### config.mk
export PLATFORM = sky130hd
export DESIGN_NAME = bcu_bridge_control
export DESIGN_NICKNAME = d
export VERILOG_FILES = /design/src/hdl/bcu_pkg.sv /design/src/hdl/bcu_bridge_control.sv /design/src/hdl/bcu_retry_timer.sv
export VERILOG_INCLUDE_DIRS = /design/src /design/src/hdl
export SDC_FILE = /design/constraint.sdc
export NUM_CORES = 1
export LEC_CHECK = 0
export ABC_AREA = 1
export BUFFER_PORTS_ARGS = -buffer_cell sky130_fd_sc_hd__clkbuf_2
export CORE_MARGIN = 3
export CORE_UTILIZATION = 42
export DETAILED_ROUTE_END_ITERATION = 10
export GPL_ROUTABILITY_DRIVEN = 1
export PLACE_DENSITY = 0.81
export SETUP_SLACK_MARGIN = 0.5
export SYNTH_ARGS = -nofsm -noshare
export SYNTH_HDL_FRONTEND = slang
export SYNTH_SLANG_ARGS = --single-unit
### constraint.sdc
create_clock -name core_clk_i -period 1.75 [get_ports core_clk_i]
set_input_delay 0.0875 -clock core_clk_i [delete_from_list [all_inputs] [get_ports core_clk_i]]
set_output_delay 0.0875 -clock core_clk_i [all_outputs]
set_load 0.01 [all_outputs]
### src/hdl/bcu_regs.svh
`ifndef BCU_REGS_SVH
`define BCU_REGS_SVH

// configuration offset of the bridge control word
`define BCU_OFS_BRIDGE_CTRL 8'h3C
// field positions in the bridge control word
`define BCU_BIT_PRI_TMO 24
`define BCU_BIT_SEC_FB2B 23
`define BCU_BIT_SEC_RESET 22
`define BCU_BIT_MA_MODE 21
`define BCU_BIT_RSVD 20
`define BCU_BIT_VGA 19
`define BCU_BIT_ISA 18
`define BCU_BIT_SERR_FWD 17
`define BCU_BIT_PERR_RESP 16
// byte lanes owned by this block
`define BCU_LANE_HI 3
`define BCU_LANE_MID 2
// reset value and writable bits
`define BCU_CTRL_RESET 32'h0000_0000
`define BCU_CTRL_WMASK 32'h016F_0000
// data returned for a master-aborted read
`define BCU_MA_READ_DATA 32'hFFFF_FFFF
// legacy video ranges
`define BCU_VGA_MEM_LO 32'h000A_0000
`define BCU_VGA_MEM_HI 32'h000B_FFFF
`define BCU_VGA_IO_A_LO 10'h3B0
`define BCU_VGA_IO_A_HI 10'h3BB
`define BCU_VGA_IO_B_LO 10'h0C0
`define BCU_VGA_IO_B_HI 10'h3DF
// first 64KB of I/O space and the aliased upper 768 bytes of each 1KB
`define BCU_IO_64K_UPPER 16'h0000
`define BCU_ISA_ALIAS_LO 10'h100
// retry timeout limits in PCI clocks
`define BCU_TMO_LONG_CLKS 32768
`define BCU_TMO_SHORT_CLKS 1024

`endif

### src/hdl/bcu_pkg.sv
package bcu_pkg;

   // retry timer states
   typedef enum logic {
      BCU_TMR_IDLE,
      BCU_TMR_COUNT
   } bcu_tmr_state_t;

endpackage

### src/hdl/bcu_bridge_control.sv
`timescale 1ns/1ps
`include "bcu_regs.svh"

module bcu_bridge_control
   import bcu_pkg::*;
#(
   parameter int unsigned TMO_LONG_CLKS = `BCU_TMO_LONG_CLKS
) (
   input wire logic core_clk_i,
   input wire logic reset_n_i,
   // configuration access from the primary side
   input wire logic cfg_wr_i,
   input wire logic cfg_rd_i,
   input wire logic [7:0] cfg_addr_i,
   input wire logic [3:0] cfg_byte_en_n_i,
   input wire logic [31:0] cfg_wdata_i,
   output logic [31:0] cfg_rdata_o,
   // primary command register bits
   input wire logic cmd_io_space_en_i,
   input wire logic cmd_mem_space_en_i,
   input wire logic cmd_system_error_forward_enable_i,
   // delayed transaction queue
   input wire logic dt_head_valid_i,
   input wire logic dt_retry_i,
   output logic dt_discard_o,
   // master abort seen on a bridge-initiated cycle
   input wire logic ma_event_i,
   input wire logic ma_posted_i,
   input wire logic ma_read_i,
   output logic ma_trdy_o,
   output logic ma_target_abort_o,
   output logic [31:0] ma_rdata_o,
   // primary address decode
   input wire logic [31:0] pri_addr_i,
   input wire logic pri_io_i,
   input wire logic pri_mem_i,
   input wire logic pri_io_win_hit_i,
   input wire logic pri_mem_win_hit_i,
   output logic pri_claim_o,
   // secondary address decode
   input wire logic [31:0] sec_addr_i,
   input wire logic sec_io_i,
   input wire logic sec_mem_i,
   output logic sec_claim_o,
   // secondary parity events
   input wire logic sec_data_perr_i,
   input wire logic sec_addr_perr_i,
   input wire logic sec_bridge_master_i,
   output logic data_parity_reported_set_o,
   // pins
   input wire logic secondary_system_error_pin_n_i,
   output logic primary_system_error_pin_o,
   output logic primary_system_error_pin_oe_n_o,
   output logic secondary_parity_error_pin_o,
   output logic secondary_parity_error_pin_oe_n_o,
   output logic sec_bus_reset_n_o,
   output logic sec_logic_reset_o
);

   logic [1:0] rst_sync_q;
   logic rst_n;
   logic [31:0] ctrl_q;
   logic [31:0] wmask;
   logic cfg_hit;
   logic [31:0] rdata_q;
   logic [1:0] serr_pin_sync_q;
   logic sec_serr_seen;
   logic serr_q;
   logic perr_q;
   logic dpr_q;
   logic ma_trdy_q;
   logic ma_tabort_q;
   logic [31:0] ma_rdata_q;
   logic f_pri_tmo, f_sec_reset, f_ma_mode, f_vga, f_isa, f_serr, f_perr;
   logic vga_ok, pri_vga_mem, pri_vga_io, pri_alias;
   logic sec_vga_mem, sec_vga_io, sec_alias;

   // reset release through two flops
   always_ff @(posedge core_clk_i or negedge reset_n_i) begin
      if (!reset_n_i) begin
         rst_sync_q <= 2'b00;
      end else begin
         rst_sync_q <= {rst_sync_q[0], 1'b1};
      end
   end
   assign rst_n = rst_sync_q[1];

   // field views of the control word
   assign f_pri_tmo = ctrl_q[`BCU_BIT_PRI_TMO];
   assign f_sec_reset = ctrl_q[`BCU_BIT_SEC_RESET];
   assign f_ma_mode = ctrl_q[`BCU_BIT_MA_MODE];
   assign f_vga = ctrl_q[`BCU_BIT_VGA];
   assign f_isa = ctrl_q[`BCU_BIT_ISA];
   assign f_serr = ctrl_q[`BCU_BIT_SERR_FWD];
   assign f_perr = ctrl_q[`BCU_BIT_PERR_RESP];

   // write mask from enabled upper byte lanes
   assign cfg_hit = (cfg_addr_i == `BCU_OFS_BRIDGE_CTRL);
   assign wmask = `BCU_CTRL_WMASK
      & {{8{!cfg_byte_en_n_i[`BCU_LANE_HI]}},
         {8{!cfg_byte_en_n_i[`BCU_LANE_MID]}}, 16'h0000};

   // control word; fast back-to-back and reserved bits never stored
   always_ff @(posedge core_clk_i or negedge rst_n) begin
      if (!rst_n) begin
         ctrl_q <= `BCU_CTRL_RESET;
      end else if (cfg_wr_i && cfg_hit) begin
         ctrl_q <= (ctrl_q & ~wmask) | (cfg_wdata_i & wmask);
      end
   end

   // registered read answer, zero off the mapped offset
   always_ff @(posedge core_clk_i or negedge rst_n) begin
      if (!rst_n) begin
         rdata_q <= 32'h0000_0000;
      end else if (cfg_rd_i) begin
         if (cfg_hit) begin
            rdata_q <= ctrl_q;
         end else begin
            rdata_q <= 32'h0000_0000;
         end
      end
   end
   assign cfg_rdata_o = rdata_q;

   // secondary reset pin straight from the control bit
   assign sec_bus_reset_n_o = !f_sec_reset;
   assign sec_logic_reset_o = f_sec_reset || !rst_n;

   // delayed transaction retry timer, cleared with the buffers
   bcu_retry_timer #(
      .LONG_CLKS(TMO_LONG_CLKS),
      .SHORT_CLKS(`BCU_TMO_SHORT_CLKS),
      .CW(16)
   ) u_retry_timer (
      .core_clk_i(core_clk_i),
      .rst_n_i(rst_n),
      .clear_i(f_sec_reset),
      .short_sel_i(f_pri_tmo),
      .head_valid_i(dt_head_valid_i),
      .retry_i(dt_retry_i),
      .discard_o(dt_discard_o)
   );

   // master abort completion per abort mode
   always_ff @(posedge core_clk_i or negedge rst_n) begin
      if (!rst_n) begin
         ma_trdy_q <= 1'b0;
         ma_tabort_q <= 1'b0;
         ma_rdata_q <= 32'h0000_0000;
      end else begin
         ma_trdy_q <= ma_event_i && !ma_posted_i && !f_ma_mode;
         ma_tabort_q <= ma_event_i && !ma_posted_i && f_ma_mode;
         if (ma_event_i && ma_read_i && !f_ma_mode) begin
            ma_rdata_q <= `BCU_MA_READ_DATA;
         end else if (ma_event_i) begin
            ma_rdata_q <= 32'h0000_0000;
         end
      end
   end
   assign ma_trdy_o = ma_trdy_q;
   assign ma_target_abort_o = ma_tabort_q;
   assign ma_rdata_o = ma_rdata_q;

   // secondary system error pin into the clock domain
   always_ff @(posedge core_clk_i or negedge rst_n) begin
      if (!rst_n) begin
         serr_pin_sync_q <= 2'b11;
      end else begin
         serr_pin_sync_q <= {serr_pin_sync_q[0],
                             secondary_system_error_pin_n_i};
      end
   end
   assign sec_serr_seen = !serr_pin_sync_q[1];

   // primary system error sources
   always_ff @(posedge core_clk_i or negedge rst_n) begin
      if (!rst_n) begin
         serr_q <= 1'b0;
      end else begin
         serr_q <= cmd_system_error_forward_enable_i && (
            (ma_event_i && ma_posted_i && f_ma_mode) ||
            (sec_serr_seen && f_serr) ||
            (sec_addr_perr_i && f_perr));
      end
   end
   // open-drain: low level, enable low while asserting
   assign primary_system_error_pin_o = 1'b0;
   assign primary_system_error_pin_oe_n_o = !serr_q;

   // secondary data parity response
   always_ff @(posedge core_clk_i or negedge rst_n) begin
      if (!rst_n) begin
         perr_q <= 1'b0;
         dpr_q <= 1'b0;
      end else begin
         perr_q <= sec_data_perr_i && f_perr;
         dpr_q <= sec_data_perr_i && f_perr && sec_bridge_master_i;
      end
   end
   assign secondary_parity_error_pin_o = 1'b0;
   assign secondary_parity_error_pin_oe_n_o = !perr_q;
   assign data_parity_reported_set_o = dpr_q;

   // VGA forwarding needs both space enables
   assign vga_ok = f_vga && cmd_io_space_en_i && cmd_mem_space_en_i;

   // primary decode of legacy ranges; bits 15:10 ignored for I/O
   assign pri_vga_mem = pri_mem_i && (pri_addr_i >= `BCU_VGA_MEM_LO)
      && (pri_addr_i <= `BCU_VGA_MEM_HI);
   assign pri_vga_io = pri_io_i
      && (pri_addr_i[31:16] == `BCU_IO_64K_UPPER)
      && (((pri_addr_i[9:0] >= `BCU_VGA_IO_A_LO)
           && (pri_addr_i[9:0] <= `BCU_VGA_IO_A_HI))
          || ((pri_addr_i[9:0] >= `BCU_VGA_IO_B_LO)
              && (pri_addr_i[9:0] <= `BCU_VGA_IO_B_HI)));
   assign pri_alias = (pri_addr_i[31:16] == `BCU_IO_64K_UPPER)
      && (pri_addr_i[9:0] >= `BCU_ISA_ALIAS_LO);

   // downstream claim on the primary bus
   always_comb begin
      pri_claim_o = 1'b0;
      if (vga_ok && (pri_vga_mem || pri_vga_io)) begin
         pri_claim_o = 1'b1;
      end else if (pri_io_i && pri_io_win_hit_i) begin
         pri_claim_o = !(f_isa && pri_alias);
      end else if (pri_mem_i && pri_mem_win_hit_i) begin
         pri_claim_o = 1'b1;
      end
   end

   // secondary decode of the same ranges
   assign sec_vga_mem = sec_mem_i && (sec_addr_i >= `BCU_VGA_MEM_LO)
      && (sec_addr_i <= `BCU_VGA_MEM_HI);
   assign sec_vga_io = sec_io_i
      && (sec_addr_i[31:16] == `BCU_IO_64K_UPPER)
      && (((sec_addr_i[9:0] >= `BCU_VGA_IO_A_LO)
           && (sec_addr_i[9:0] <= `BCU_VGA_IO_A_HI))
          || ((sec_addr_i[9:0] >= `BCU_VGA_IO_B_LO)
              && (sec_addr_i[9:0] <= `BCU_VGA_IO_B_HI)));
   assign sec_alias = (sec_addr_i[31:16] == `BCU_IO_64K_UPPER)
      && (sec_addr_i[9:0] >= `BCU_ISA_ALIAS_LO);

   // upstream claim: outside the windows, or an aliased I/O address
   always_comb begin
      sec_claim_o = 1'b0;
      if (vga_ok && (sec_vga_mem || sec_vga_io)) begin
         sec_claim_o = 1'b0;
      end else if (sec_io_i) begin
         sec_claim_o = !pri_io_win_hit_i || (f_isa && sec_alias);
      end else if (sec_mem_i) begin
         sec_claim_o = !pri_mem_win_hit_i;
      end
   end

   // secondary reset pin tracks a lane-2 write of bit 22
   property p_sec_reset_pin;
      @(posedge core_clk_i) disable iff (!rst_n)
      (cfg_wr_i && cfg_hit && !cfg_byte_en_n_i[`BCU_LANE_MID])
         |=> sec_bus_reset_n_o == !$past(cfg_wdata_i[`BCU_BIT_SEC_RESET]);
   endproperty
   a_sec_reset_pin: assert property (p_sec_reset_pin)
      else $error("secondary reset pin does not follow bit 22");

   // fast back-to-back and reserved bits read zero
   property p_ro_bits_zero;
      @(posedge core_clk_i) disable iff (!rst_n)
      (cfg_rd_i && cfg_hit) |=> !cfg_rdata_o[`BCU_BIT_SEC_FB2B]
         && !cfg_rdata_o[`BCU_BIT_RSVD];
   endproperty
   a_ro_bits_zero: assert property (p_ro_bits_zero)
      else $error("read-only zero bit read as one");

   // control word is clear right after reset release
   property p_ctrl_reset;
      @(posedge core_clk_i) $rose(rst_n) |-> ctrl_q == `BCU_CTRL_RESET;
   endproperty
   a_ctrl_reset: assert property (p_ctrl_reset)
      else $error("control word not clear after reset");

   // mode 0 read abort returns all ones with TRDY
   property p_ma_mode0;
      @(posedge core_clk_i) disable iff (!rst_n)
      (ma_event_i && !ma_posted_i && ma_read_i && !f_ma_mode)
         |=> ma_trdy_o && !ma_target_abort_o
         && ma_rdata_o == `BCU_MA_READ_DATA;
   endproperty
   a_ma_mode0: assert property (p_ma_mode0)
      else $error("mode 0 master abort not completed with ones");

   // mode 1 posted abort raises the system error pin
   property p_ma_mode1_serr;
      @(posedge core_clk_i) disable iff (!rst_n)
      (ma_event_i && ma_posted_i && f_ma_mode && cmd_system_error_forward_enable_i)
         |=> !primary_system_error_pin_oe_n_o && !ma_target_abort_o;
   endproperty
   a_ma_mode1_serr: assert property (p_ma_mode1_serr)
      else $error("posted abort did not raise system error");

   // forwarded secondary system error reaches the primary pin
   property p_serr_forward;
      @(posedge core_clk_i) disable iff (!rst_n)
      (!secondary_system_error_pin_n_i && f_serr && cmd_system_error_forward_enable_i)[*3]
         |=> !primary_system_error_pin_oe_n_o;
   endproperty
   a_serr_forward: assert property (p_serr_forward)
      else $error("secondary system error not forwarded");

   // parity pin only with response enabled
   property p_perr_pin;
      @(posedge core_clk_i) disable iff (!rst_n)
      sec_data_perr_i |=> secondary_parity_error_pin_oe_n_o == !$past(f_perr);
   endproperty
   a_perr_pin: assert property (p_perr_pin)
      else $error("parity pin disagrees with parity response");

   // claimed video ranges are never taken upstream
   property p_vga_claim;
      @(posedge core_clk_i) disable iff (!rst_n)
      vga_ok |-> (pri_vga_mem ? pri_claim_o : 1'b1)
         && !((sec_vga_mem || sec_vga_io) && sec_claim_o);
   endproperty
   a_vga_claim: assert property (p_vga_claim)
      else $error("video range claimed on the wrong side");

   // filtered aliases are not forwarded downstream
   property p_alias_filter;
      @(posedge core_clk_i) disable iff (!rst_n)
      (f_isa && pri_io_i && pri_alias && !(vga_ok && pri_vga_io))
         |-> !pri_claim_o;
   endproperty
   a_alias_filter: assert property (p_alias_filter)
      else $error("aliased I/O forwarded downstream");

endmodule // bcu_bridge_control

### src/hdl/bcu_retry_timer.sv
`timescale 1ns/1ps
`include "bcu_regs.svh"

module bcu_retry_timer
   import bcu_pkg::*;
#(
   parameter int unsigned LONG_CLKS = `BCU_TMO_LONG_CLKS,
   parameter int unsigned SHORT_CLKS = `BCU_TMO_SHORT_CLKS,
   parameter int unsigned CW = 16
) (
   input wire logic core_clk_i,
   input wire logic rst_n_i,
   input wire logic clear_i,
   input wire logic short_sel_i,
   input wire logic head_valid_i,
   input wire logic retry_i,
   output logic discard_o
);

   bcu_tmr_state_t state_q;
   logic [CW-1:0] cnt_q;
   logic [CW-1:0] limit_q;
   logic discard_q;
   logic head_prev_q;

   // head flag one clock back; a count starts only on a new head
   // so a repeated transaction is never counted again and discarded
   always_ff @(posedge core_clk_i or negedge rst_n_i) begin
      if (!rst_n_i) begin
         head_prev_q <= 1'b0;
      end else begin
         head_prev_q <= head_valid_i;
      end
   end

   // waits for a repeat once the completion heads the queue
   always_ff @(posedge core_clk_i or negedge rst_n_i) begin
      if (!rst_n_i) begin
         state_q <= BCU_TMR_IDLE;
         cnt_q <= '0;
         limit_q <= '0;
         discard_q <= 1'b0;
      end else begin
         discard_q <= 1'b0;
         if (clear_i) begin
            state_q <= BCU_TMR_IDLE;
         end else begin
            case (state_q)
               BCU_TMR_IDLE: begin
                  if (head_valid_i && !head_prev_q && !retry_i) begin
                     state_q <= BCU_TMR_COUNT;
                     cnt_q <= '0;
                     limit_q <= short_sel_i ? CW'(SHORT_CLKS - 1)
                                            : CW'(LONG_CLKS - 1);
                  end
               end
               BCU_TMR_COUNT: begin
                  if (retry_i || !head_valid_i) begin
                     state_q <= BCU_TMR_IDLE;
                  end else if (cnt_q == limit_q) begin
                     discard_q <= 1'b1;
                     state_q <= BCU_TMR_IDLE;
                  end else begin
                     cnt_q <= cnt_q + 1'b1;
                  end
               end
               default: state_q <= BCU_TMR_IDLE;
            endcase
         end
      end
   end

   assign discard_o = discard_q;

   // a discard only ends a full count
   property p_tmr_discard_at_limit;
      @(posedge core_clk_i) disable iff (!rst_n_i)
      $rose(discard_q) |-> $past(state_q == BCU_TMR_COUNT)
         && $past(cnt_q) == $past(limit_q) && !$past(retry_i);
   endproperty
   a_tmr_discard_at_limit: assert property (p_tmr_discard_at_limit)
      else $error("retry timer discarded before its limit");

   // a repeat ends the wait without a discard
   property p_tmr_retry_stops;
      @(posedge core_clk_i) disable iff (!rst_n_i)
      (state_q == BCU_TMR_COUNT && retry_i && !clear_i)
         |=> state_q == BCU_TMR_IDLE && !discard_q;
   endproperty
   a_tmr_retry_stops: assert property (p_tmr_retry_stops)
      else $error("repeated transaction still discarded");

endmodule // bcu_retry_timer

==> results of run 1 <==
==> worst max-delay path, cell delays in order, from the launching register on <==
cell,delay [ns]
dfrtp_1,0.41
inv_2,0.07
nand2_1,0.06
nor2_2,0.16
nand3_2,0.11
nor2_4,0.22
nand2_8,0.14
nand2_8,0.13
nand2_1,0.05
nand2_1,0.07
==> logic make-up after synthesis <==
kind of cell / Yosys count / share of synthesized area
compound gates: 30 / 0.0527
xor+xnor: 4 / 0.0115
buf+inv: 108 / 0.209
other cells: 2 / 0.00247
simple gates: 247 / 0.349
fa+ha+maj: 1 / 0.00411
flops: 45 / 0.371
==> synth_stat cells, types with 2 or more instances <==
master    count
inv_2         2
nand4_1      10
o21bai_1      2
nor2_2        3
a21oi_1       3
nand3b_1      3
nand3_1      41
nand2_1     112
conb_1        2
dfrtp_1      43
nand2_2       2
inv_1        43
o21ai_0      22
nor2_1       64
xnor2_1       3
clkbuf_1      3
dfstp_2       2
buf_4        58
nor3_1        5
==> layout by cell type (no fill, tap or decap), drive strengths merged, types with 2 or more instances in the layout <==
master / Yosys / final
nand3: 41 / 41
dfrtp: 43 / 43
inv: 45 / 45
dfstp: 2 / 2
dlygate4sd3: 0 / 7
nand2: 115 / 116
nor3: 5 / 5
and2: 2 / 2
nor2: 68 / 68
o21bai: 2 / 2
nand4: 10 / 10
clkbuf: 3 / 135
buf: 60 / 14
nand3b: 3 / 3
xnor2: 3 / 3
o21ai: 23 / 23
conb: 2 / 28
a21oi: 4 / 4
==> through the flow <==
step | worst slack, ns | hold slack, ns | area [um^2]
2_1_floorplan | 0.487 | -0.208 | 3190
5_1_grt | 0.163 | 0.0250 | 3870
3_5_place_dp | 0.198 | -0.125 | 3520
3_3_place_gp | 0.233 | -0.126 | 3520
6_report | 0.267 | 0.0236 | 3870
4_1_cts | 0.294 | 0.00911 | 3810
==> layer usage <==
| layer | global-route usage | share of wire | vias up |
|---|---|---|---|
| li1 | - | - | 1530 |
| met1 | 0.217 | 0.39 | 1389 |
| met2 | 0.326 | 0.51 | 161 |
| met3 | 0.0373 | 0.075 | 22 |
| met4 | 0.0804 | 0.030 | 0 |
| met5 | 0 | 0 | - |
==> where the power goes <==
part / internal (mW) / total (mW) / switching, mW
sequential: 1.06 / 1.07 / 0.0106
combinational: 0.119 / 0.263 / 0.144
clock: 0.466 / 0.810 / 0.344
==> final cells by class <==
cell class / count / area (um^2) / area share
clock inverters: 1 / 30.0 / 0.00775
clock buffers: 7 / 86.3 / 0.0223
well taps: 96 / 120 / 0.0310
repair buffers: 149 / 817 / 0.211
flip-flops and latches: 45 / 1140 / 0.295
inverters: 45 / 171 / 0.0442
multi-input cells: 311 / 1510 / 0.389
==> worst max-delay path by stage <==
stage | start | end | slack (ns) | cells past startpoint
after global routing | u_retry_timer.limit_q[13] | u_retry_timer.cnt_q[14] | 0.16 | 9
after CTS | u_retry_timer.limit_q[13] | u_retry_timer.cnt_q[2] | 0.29 | 9
after floorplan | u_retry_timer.cnt_q[0] | u_retry_timer.cnt_q[14] | 0.49 | 9
final | u_retry_timer.cnt_q[15] | u_retry_timer.cnt_q[10] | 0.27 | 9
after detailed placement | u_retry_timer.cnt_q[3] | u_retry_timer.cnt_q[0] | 0.20 | 8
after global placement | u_retry_timer.cnt_q[0] | u_retry_timer.cnt_q[10] | 0.23 | 8
==> what timing repair did <==
action	4_1_cts	5_1_grt
cloned	1	0
pin swaps	3	5
hold endpoints to repair	9	0
hold buffers	7	0
gates resized for setup	16	14
buffers inserted	4	4
endpoints found under the setup margin	39	21
==> qor.yml, run 1 <==
pwr:
  power_mw: 2.14
  ir_drop_uv: 294
  p_per_area_nw_per_um2: 552
  p_leak_nw: 1.99
setup_path:
  reg2reg_depth: 9
  r2r-end: "u_retry_timer.cnt_q[10]"
  criticalPathCategory: "reg -> reg"
  crit_arrival_ns: 1.72
  crit_path_start_kind: "register"
  end_kind: "register"
  path_max_fanout: 12
  r2r_setup_slack_ns: 0.27
  cp.required_ns: 1.99
  reg2reg_from: "u_retry_timer.cnt_q[15]"
layout:
  drive_gt1_frac: 0.344
  n_antenna_cell: 0
  layout.nets: 688
  layout.cells.non_filler: 654
  fin_util: 0.561
  area_growth_pct: 27.4
  fillers: 644
die:
  rows: 30
  fp.dieH_um: 91.1
  die-area_um2: 8300
  coreArea_um2: 6910
  io_pins: 206
  die_w_um: 91.1
  initial_core_util: 0.440
timing:
  post-route-min-period_ns: 1.48
  clock_skew_ns: 0.00710
  rsz0062_at_grt: "yes"
  setup_tns_ns: 0
  finalCritPeriodShare: 0.847
  hold_violations: 0
  fmax_mhz: 674
  slew_viol_final: 0
  setup_viol_count_final: 0
place:
  port-buffer-count: 129
  place_congestion: 0.947
  dp_hpwl_mm: 6.10
  numPlacedInstances: 630
clock_network:
  cts_tree: "yes"
  cts_buffers: 5
  cts_buffer_depth: 2
  h-tree-depth: 2
  cts_root_buffer: "clkbuf_8"
  insertion_delay_ns: 0.30
  clock_sinks: 45
  path_clk_slew_ns: 0.08
run_status:
  status: "finished, final reports clean"
drt:
  first_pass_iters: 4
  drtAntennaViolNets: 0
  drt_first_iter_violations: 108
  routedWlPerCell_um: 11.9
  wl_mm: 7.76
  num_vias: 3102
  post-route-drc-count: 0
  viasPerCell: 4.74
logic_synthesis:
  async_flop_share: 1.00
  avgSynthCellArea_um2: 6.96
  yosys-top-cells-area: "dfrtp_1 35%, buf_4 14%, nand2_1 14%, nor2_1 7.9%, nand3_1 6.7%"
  synthFlopType: "dfrtp_1"
  ys_warn_count: 0
  ys_ff_latch: 45
  ys_seq_area_frac: 0.371
  synth_edf_count: 0
  yosysTopAreaCell: "dfrtp_1"
  syn_area_um2: 3040
  synth_cells: 437
  synth_cell_types: 33
  yosys.area.top_type_share: 0.354
global_routing:
  grt_pass1_wl_mm: 12.7
  grt_max_degree: 30
  grt_overflow: 0
  grt_pass1_vias: 2884
  antenna_found_initial: 0
  grtUsageTotal: 0.185
min_path:
  hold_class: "in -> reg"
  hp-start: "cfg_wdata_i[16]"
  holdPathStages: 3
run:
  maxCapViolCount: 0
(Power assumes the default switching activity.)
==> inputs of run 2 (changes only) <==
--- a/config.mk
+++ b/config.mk
@@ -6,13 +6,13 @@
 export SDC_FILE = /design/constraint.sdc
 export NUM_CORES = 1
 export LEC_CHECK = 0
-export ABC_AREA = 1
+export ABC_AREA = 0
 export BUFFER_PORTS_ARGS = -buffer_cell sky130_fd_sc_hd__clkbuf_2
 export CORE_MARGIN = 3
-export CORE_UTILIZATION = 42
+export CORE_UTILIZATION = 37
 export DETAILED_ROUTE_END_ITERATION = 10
 export GPL_ROUTABILITY_DRIVEN = 1
-export PLACE_DENSITY = 0.81
+export PLACE_DENSITY = 0.78
 export SETUP_SLACK_MARGIN = 0.5
 export SYNTH_ARGS = -nofsm -noshare
 export SYNTH_HDL_FRONTEND = slang
==> constraint.sdc (replaced) <==
create_clock -name core_clk_i -period 1.3 [get_ports core_clk_i]
set_input_delay 0.065 -clock core_clk_i [delete_from_list [all_inputs] [get_ports core_clk_i]]
set_output_delay 0.065 -clock core_clk_i [all_outputs]
set_load 0.01 [all_outputs]
==> run 2 against run 1 <==
The flow now finishes with violations (setup timing); area after synthesis is 9.3% lower; global-route usage is 0.075 points higher; register-to-register slack worse by 0.87 ns; final area is 18% higher; sequential share of layout area is 4.5 points lower; first-iteration DRC count is 68% higher; die area is 2.7% higher; cell count is 12% lower; power is 53% higher; critical endpoint is now u_retry_timer.cnt_q[7]; largest cell class is now non-clock buffers.
==> qor.yml, run 2 <==
setup_path:
  path_cells: "or3_4 -> a2111oi_4 -> buf_4 -> o221a_4 -> or3_1 -> a21oi_1"  # was inv_2 -> nand2_1 -> nor2_2 -> nand3_2 -> nor2_4 -> nand2_8 -> nand2_8 -> nand2_1 -> nand2_1
  path_buf_inv: 1  # unchanged
  max_stage_delay_ns: 0.40  # was 0.41 ns
  cp.required_ns: 1.49  # was 1.99 ns
  path_max_fanout: 8  # was 12
  crit_arrival_ns: 2.09  # was 1.72 ns
  path_delay_family: "compound AO/OA/AOI/OAI gates"  # was simple AND/OR/NAND/NOR gates
  slowest_stage: "or3_4"  # was dfrtp_1
  crit_path_start_kind: "register"  # unchanged
  criticalPathCategory: "reg -> reg"  # unchanged
  end_kind: "register"  # unchanged
die:
  io_pins: 206  # unchanged
  rows: 30  # unchanged
  initial_core_util: 0.393  # was 0.440
  die_w_um: 92.3  # was 91.1 um
  die-area_um2: 8520  # was 8300 um^2
  fp.dieH_um: 92.3  # was 91.1 um
  coreArea_um2: 7020  # was 6910 um^2
pwr:
  power_mw: 3.28  # was 2.14 mW
  p_per_area_nw_per_um2: 719  # was 552 nW/um^2
  ir_drop_uv: 513  # was 294 uV
  p_leak_nw: 2.22  # was 1.99 nW
layout:
  layout.cells.non_filler: 576  # was 654
  drive_gt1_frac: 0.565  # was 0.344
  layout.cells.most_common: "clkbuf_2"  # unchanged
  final_cell_area_um2: 4550  # was 3870 um^2
  final_cell_mix: "78 x clkbuf_2, 54 x buf_6, 44 x buf_4"  # was 128 x clkbuf_2, 108 x nand2_1, 58 x nor2_1
  layout.nets: 610  # was 688
  area_growth_pct: 65.1  # was 27.4%
  n_antenna_cell: 0  # unchanged
logic_synthesis:
  synthMuxAreaShare: 0.0286  # was 0
  yosysMostFrequentCell: "buf_4"  # was nand2_1
  ys_top_cells_by_count: "59 x buf_4, 43 x dfrtp_1, 21 x o21ai_0"  # was 112 x nand2_1, 64 x nor2_1, 58 x buf_4
  synth_top_family_by_area: "simple AND/OR/NAND/NOR gates"  # unchanged
  yosys.area.top_type_share: 0.390  # was 0.354
  ys_seq_area_frac: 0.409  # was 0.371
  synthSimpleGateAreaFrac: 0.200  # was 0.349
  synth_edf_count: 0  # unchanged
  synth_cells: 296  # was 437
  avgSynthCellArea_um2: 9.32  # was 6.96 um^2
  syn_area_um2: 2760  # was 3040 um^2
  synthFlopType: "dfrtp_1"  # unchanged
  synth_cell_types: 50  # was 33
  ys_warn_count: 0  # unchanged
  synth_compound_area_frac: 0.154  # was 0.0527
  yosys-top-cells-area: "dfrtp_1 39%, buf_4 16%, o21ai_0 3.8%, or3_1 3.4%, mux2_2 2.9%"  # was dfrtp_1 35%, buf_4 14%, nand2_1 14%, nor2_1 7.9%, nand3_1 6.7%
  ys_ff_latch: 45  # unchanged
  synthXorXnorAreaFrac: 0.00318  # was 0.0115
  synth_fa_ha_area_frac: 0.00454  # was 0.00411
  async_flop_share: 1.00  # unchanged
  yosysTopAreaCell: "dfrtp_1"  # unchanged
place:
  port-buffer-count: 129  # unchanged
  placed_area_um2: 3490  # was 3520 um^2
  dp_slack_ns: -0.649  # was 0.198 ns
  dp_hpwl_mm: 5.39  # was 6.10 mm
  numPlacedInstances: 521  # was 630
  place_congestion: 0.826  # was 0.947
run:
  maxCapViolCount: 0  # unchanged
timing:
  finalWorstSetupSlack_ns: -0.601  # was 0.267 ns
  fmax_mhz: 526  # was 674 MHz
  hold_violations: 0  # unchanged
  slew_viol_final: 0  # unchanged
  setup_viol_count_final: 25  # was 0
  slew_headroom: 0.667
  tightest_slew_ns: 0.497
  clock_skew_ns: 0.00304  # was 0.00710 ns
  post-route-min-period_ns: 1.90  # was 1.48 ns
  rsz0062_at_grt: "yes"  # unchanged
  finalCritPeriodShare: 1.46  # was 0.847
global_routing:
  grt_max_degree: 26  # was 30
  grt_pass1_vias: 2781  # was 2,884
  grt_overflow: 0  # unchanged
  grt_pass1_wl_mm: 12.8  # was 12.7 mm
  grtUsageTotal: 0.186  # was 0.185
  antenna_found_initial: 0  # unchanged
clock_network:
  path_clk_slew_ns: 0.08  # about the same
  cts_buffers: 5  # unchanged
  clock_sinks: 45  # unchanged
  cts_root_buffer: "clkbuf_8"  # unchanged
  insertion_delay_ns: 0.30  # about the same
  h-tree-depth: 2  # unchanged
  cts_buffer_depth: 2  # unchanged
  cts_tree: "yes"  # unchanged
drt:
  first_pass_iters: 4  # unchanged
  viasPerCell: 5.10  # was 4.74
  num_vias: 2940  # was 3,102
  drt_first_iter_violations: 181  # was 108
  post-route-drc-count: 0  # unchanged
  routedWlPerCell_um: 15.9  # was 11.9 um
  wl_mm: 9.14  # was 7.76 mm
  drtAntennaViolNets: 0  # unchanged
run_status:
  violations: "setup timing"
  status: "complete, but fails checks"  # was finished, final reports clean
min_path:
  hold_class: "in -> reg"  # unchanged
## run 2: cell types whose count changed in the layout (fill, tap and decap cells not counted), moves of 13 or more
cell      delta
nand3_1     -25
nand2_1     -96
buf_6       +53
buf_4       +32
clkbuf_2    -50
nor2_1      -50
buf_2       +13
inv_1       -29
or3_1       +13
## run 2: worst paths after layout
check                                             from                    endpoint  slack (ns)  cells after the start
worst max-delay path            u_retry_timer.cnt_q[9]      u_retry_timer.cnt_q[7]       -0.60                      6
worst min-delay path               sec_bridge_master_i  data_parity_reported_set_o       0.008                      2
worst max register to register  u_retry_timer.cnt_q[9]      u_retry_timer.cnt_q[7]       -0.60                      6
worst min register to register           rst_sync_q[1]   u_retry_timer.head_prev_q        0.32                      1
max in group asynchronous                rst_sync_q[1]              ma_rdata_o[30]        0.65                      1
min in group asynchronous                    reset_n_i               rst_sync_q[1]        0.07                      2
## run 2: final cells by class
type,count,area [um^2]
clock buffers,8,90.1
fillers,512,2470
inverters,14,55.1
multi-input cells,201,1470
flip-flops and latches,45,1140
well taps,96,120
repair buffers,212,1680
## run 2: worst register-to-register path, stage by stage, from the launching register on
cell and delay, ns:
dfrtp_1 0.39, or3_4 0.40, a2111oi_4 0.32, buf_4 0.20, o221a_4 0.29, or3_1 0.14, a21oi_1 0.05
## run 2: metal layers
layer | global-route usage | part of all wire
met5 | 0 | 0
met4 | 0.0730 | 0.029
met3 | 0.0227 | 0.059
met2 | 0.335 | 0.53
met1 | 0.224 | 0.38
## run 2: power by group
group / internal, mW / total (mW) / switching, mW
Combinational: 0.478 / 0.876 / 0.398
Sequential: 1.44 / 1.48 / 0.0452
Clock: 0.434 / 0.915 / 0.481
## run 2: cells by family (layout without fill, tap and decap cells)
logic type | after synthesis | in the layout
DFF | 45 | 45
adders and majority gates | 1 | 1
buffers and inverters | 79 | 234
and+or+nand+nor | 100 | 100
AOI/OAI and AO/OA | 61 | 64
muxes | 7 | 7
other | 2 | 28
xor gates and xnor gates | 1 | 1
## run 2: timing repair
| item | 4_1_cts | 5_1_grt |
|---|---|---|
| hold buffers | 15 | 0 |
| endpoints found under the setup margin | 77 | 83 |
| pin swaps | 22 | 12 |
| hold endpoints to repair | 15 | 0 |
| resized for setup | 44 | 125 |
| cloned | 4 | 1 |
| buffers inserted | 19 | 8 |
## run 2: through the flow
stage / hold slack (ns) / util / TNS, ns
6_report: 0.00821 / 0.649 / -11.21
5_1_grt: 0.0103 / 0.649 / -12.74
4_1_cts: 0.00713 / 0.584 / -10.31
3_5_place_dp: -0.146 / 0.497 / -11.38
3_3_place_gp: -0.148 / 0.497 / -10.45
2_1_floorplan: -0.231 / - / -8.36
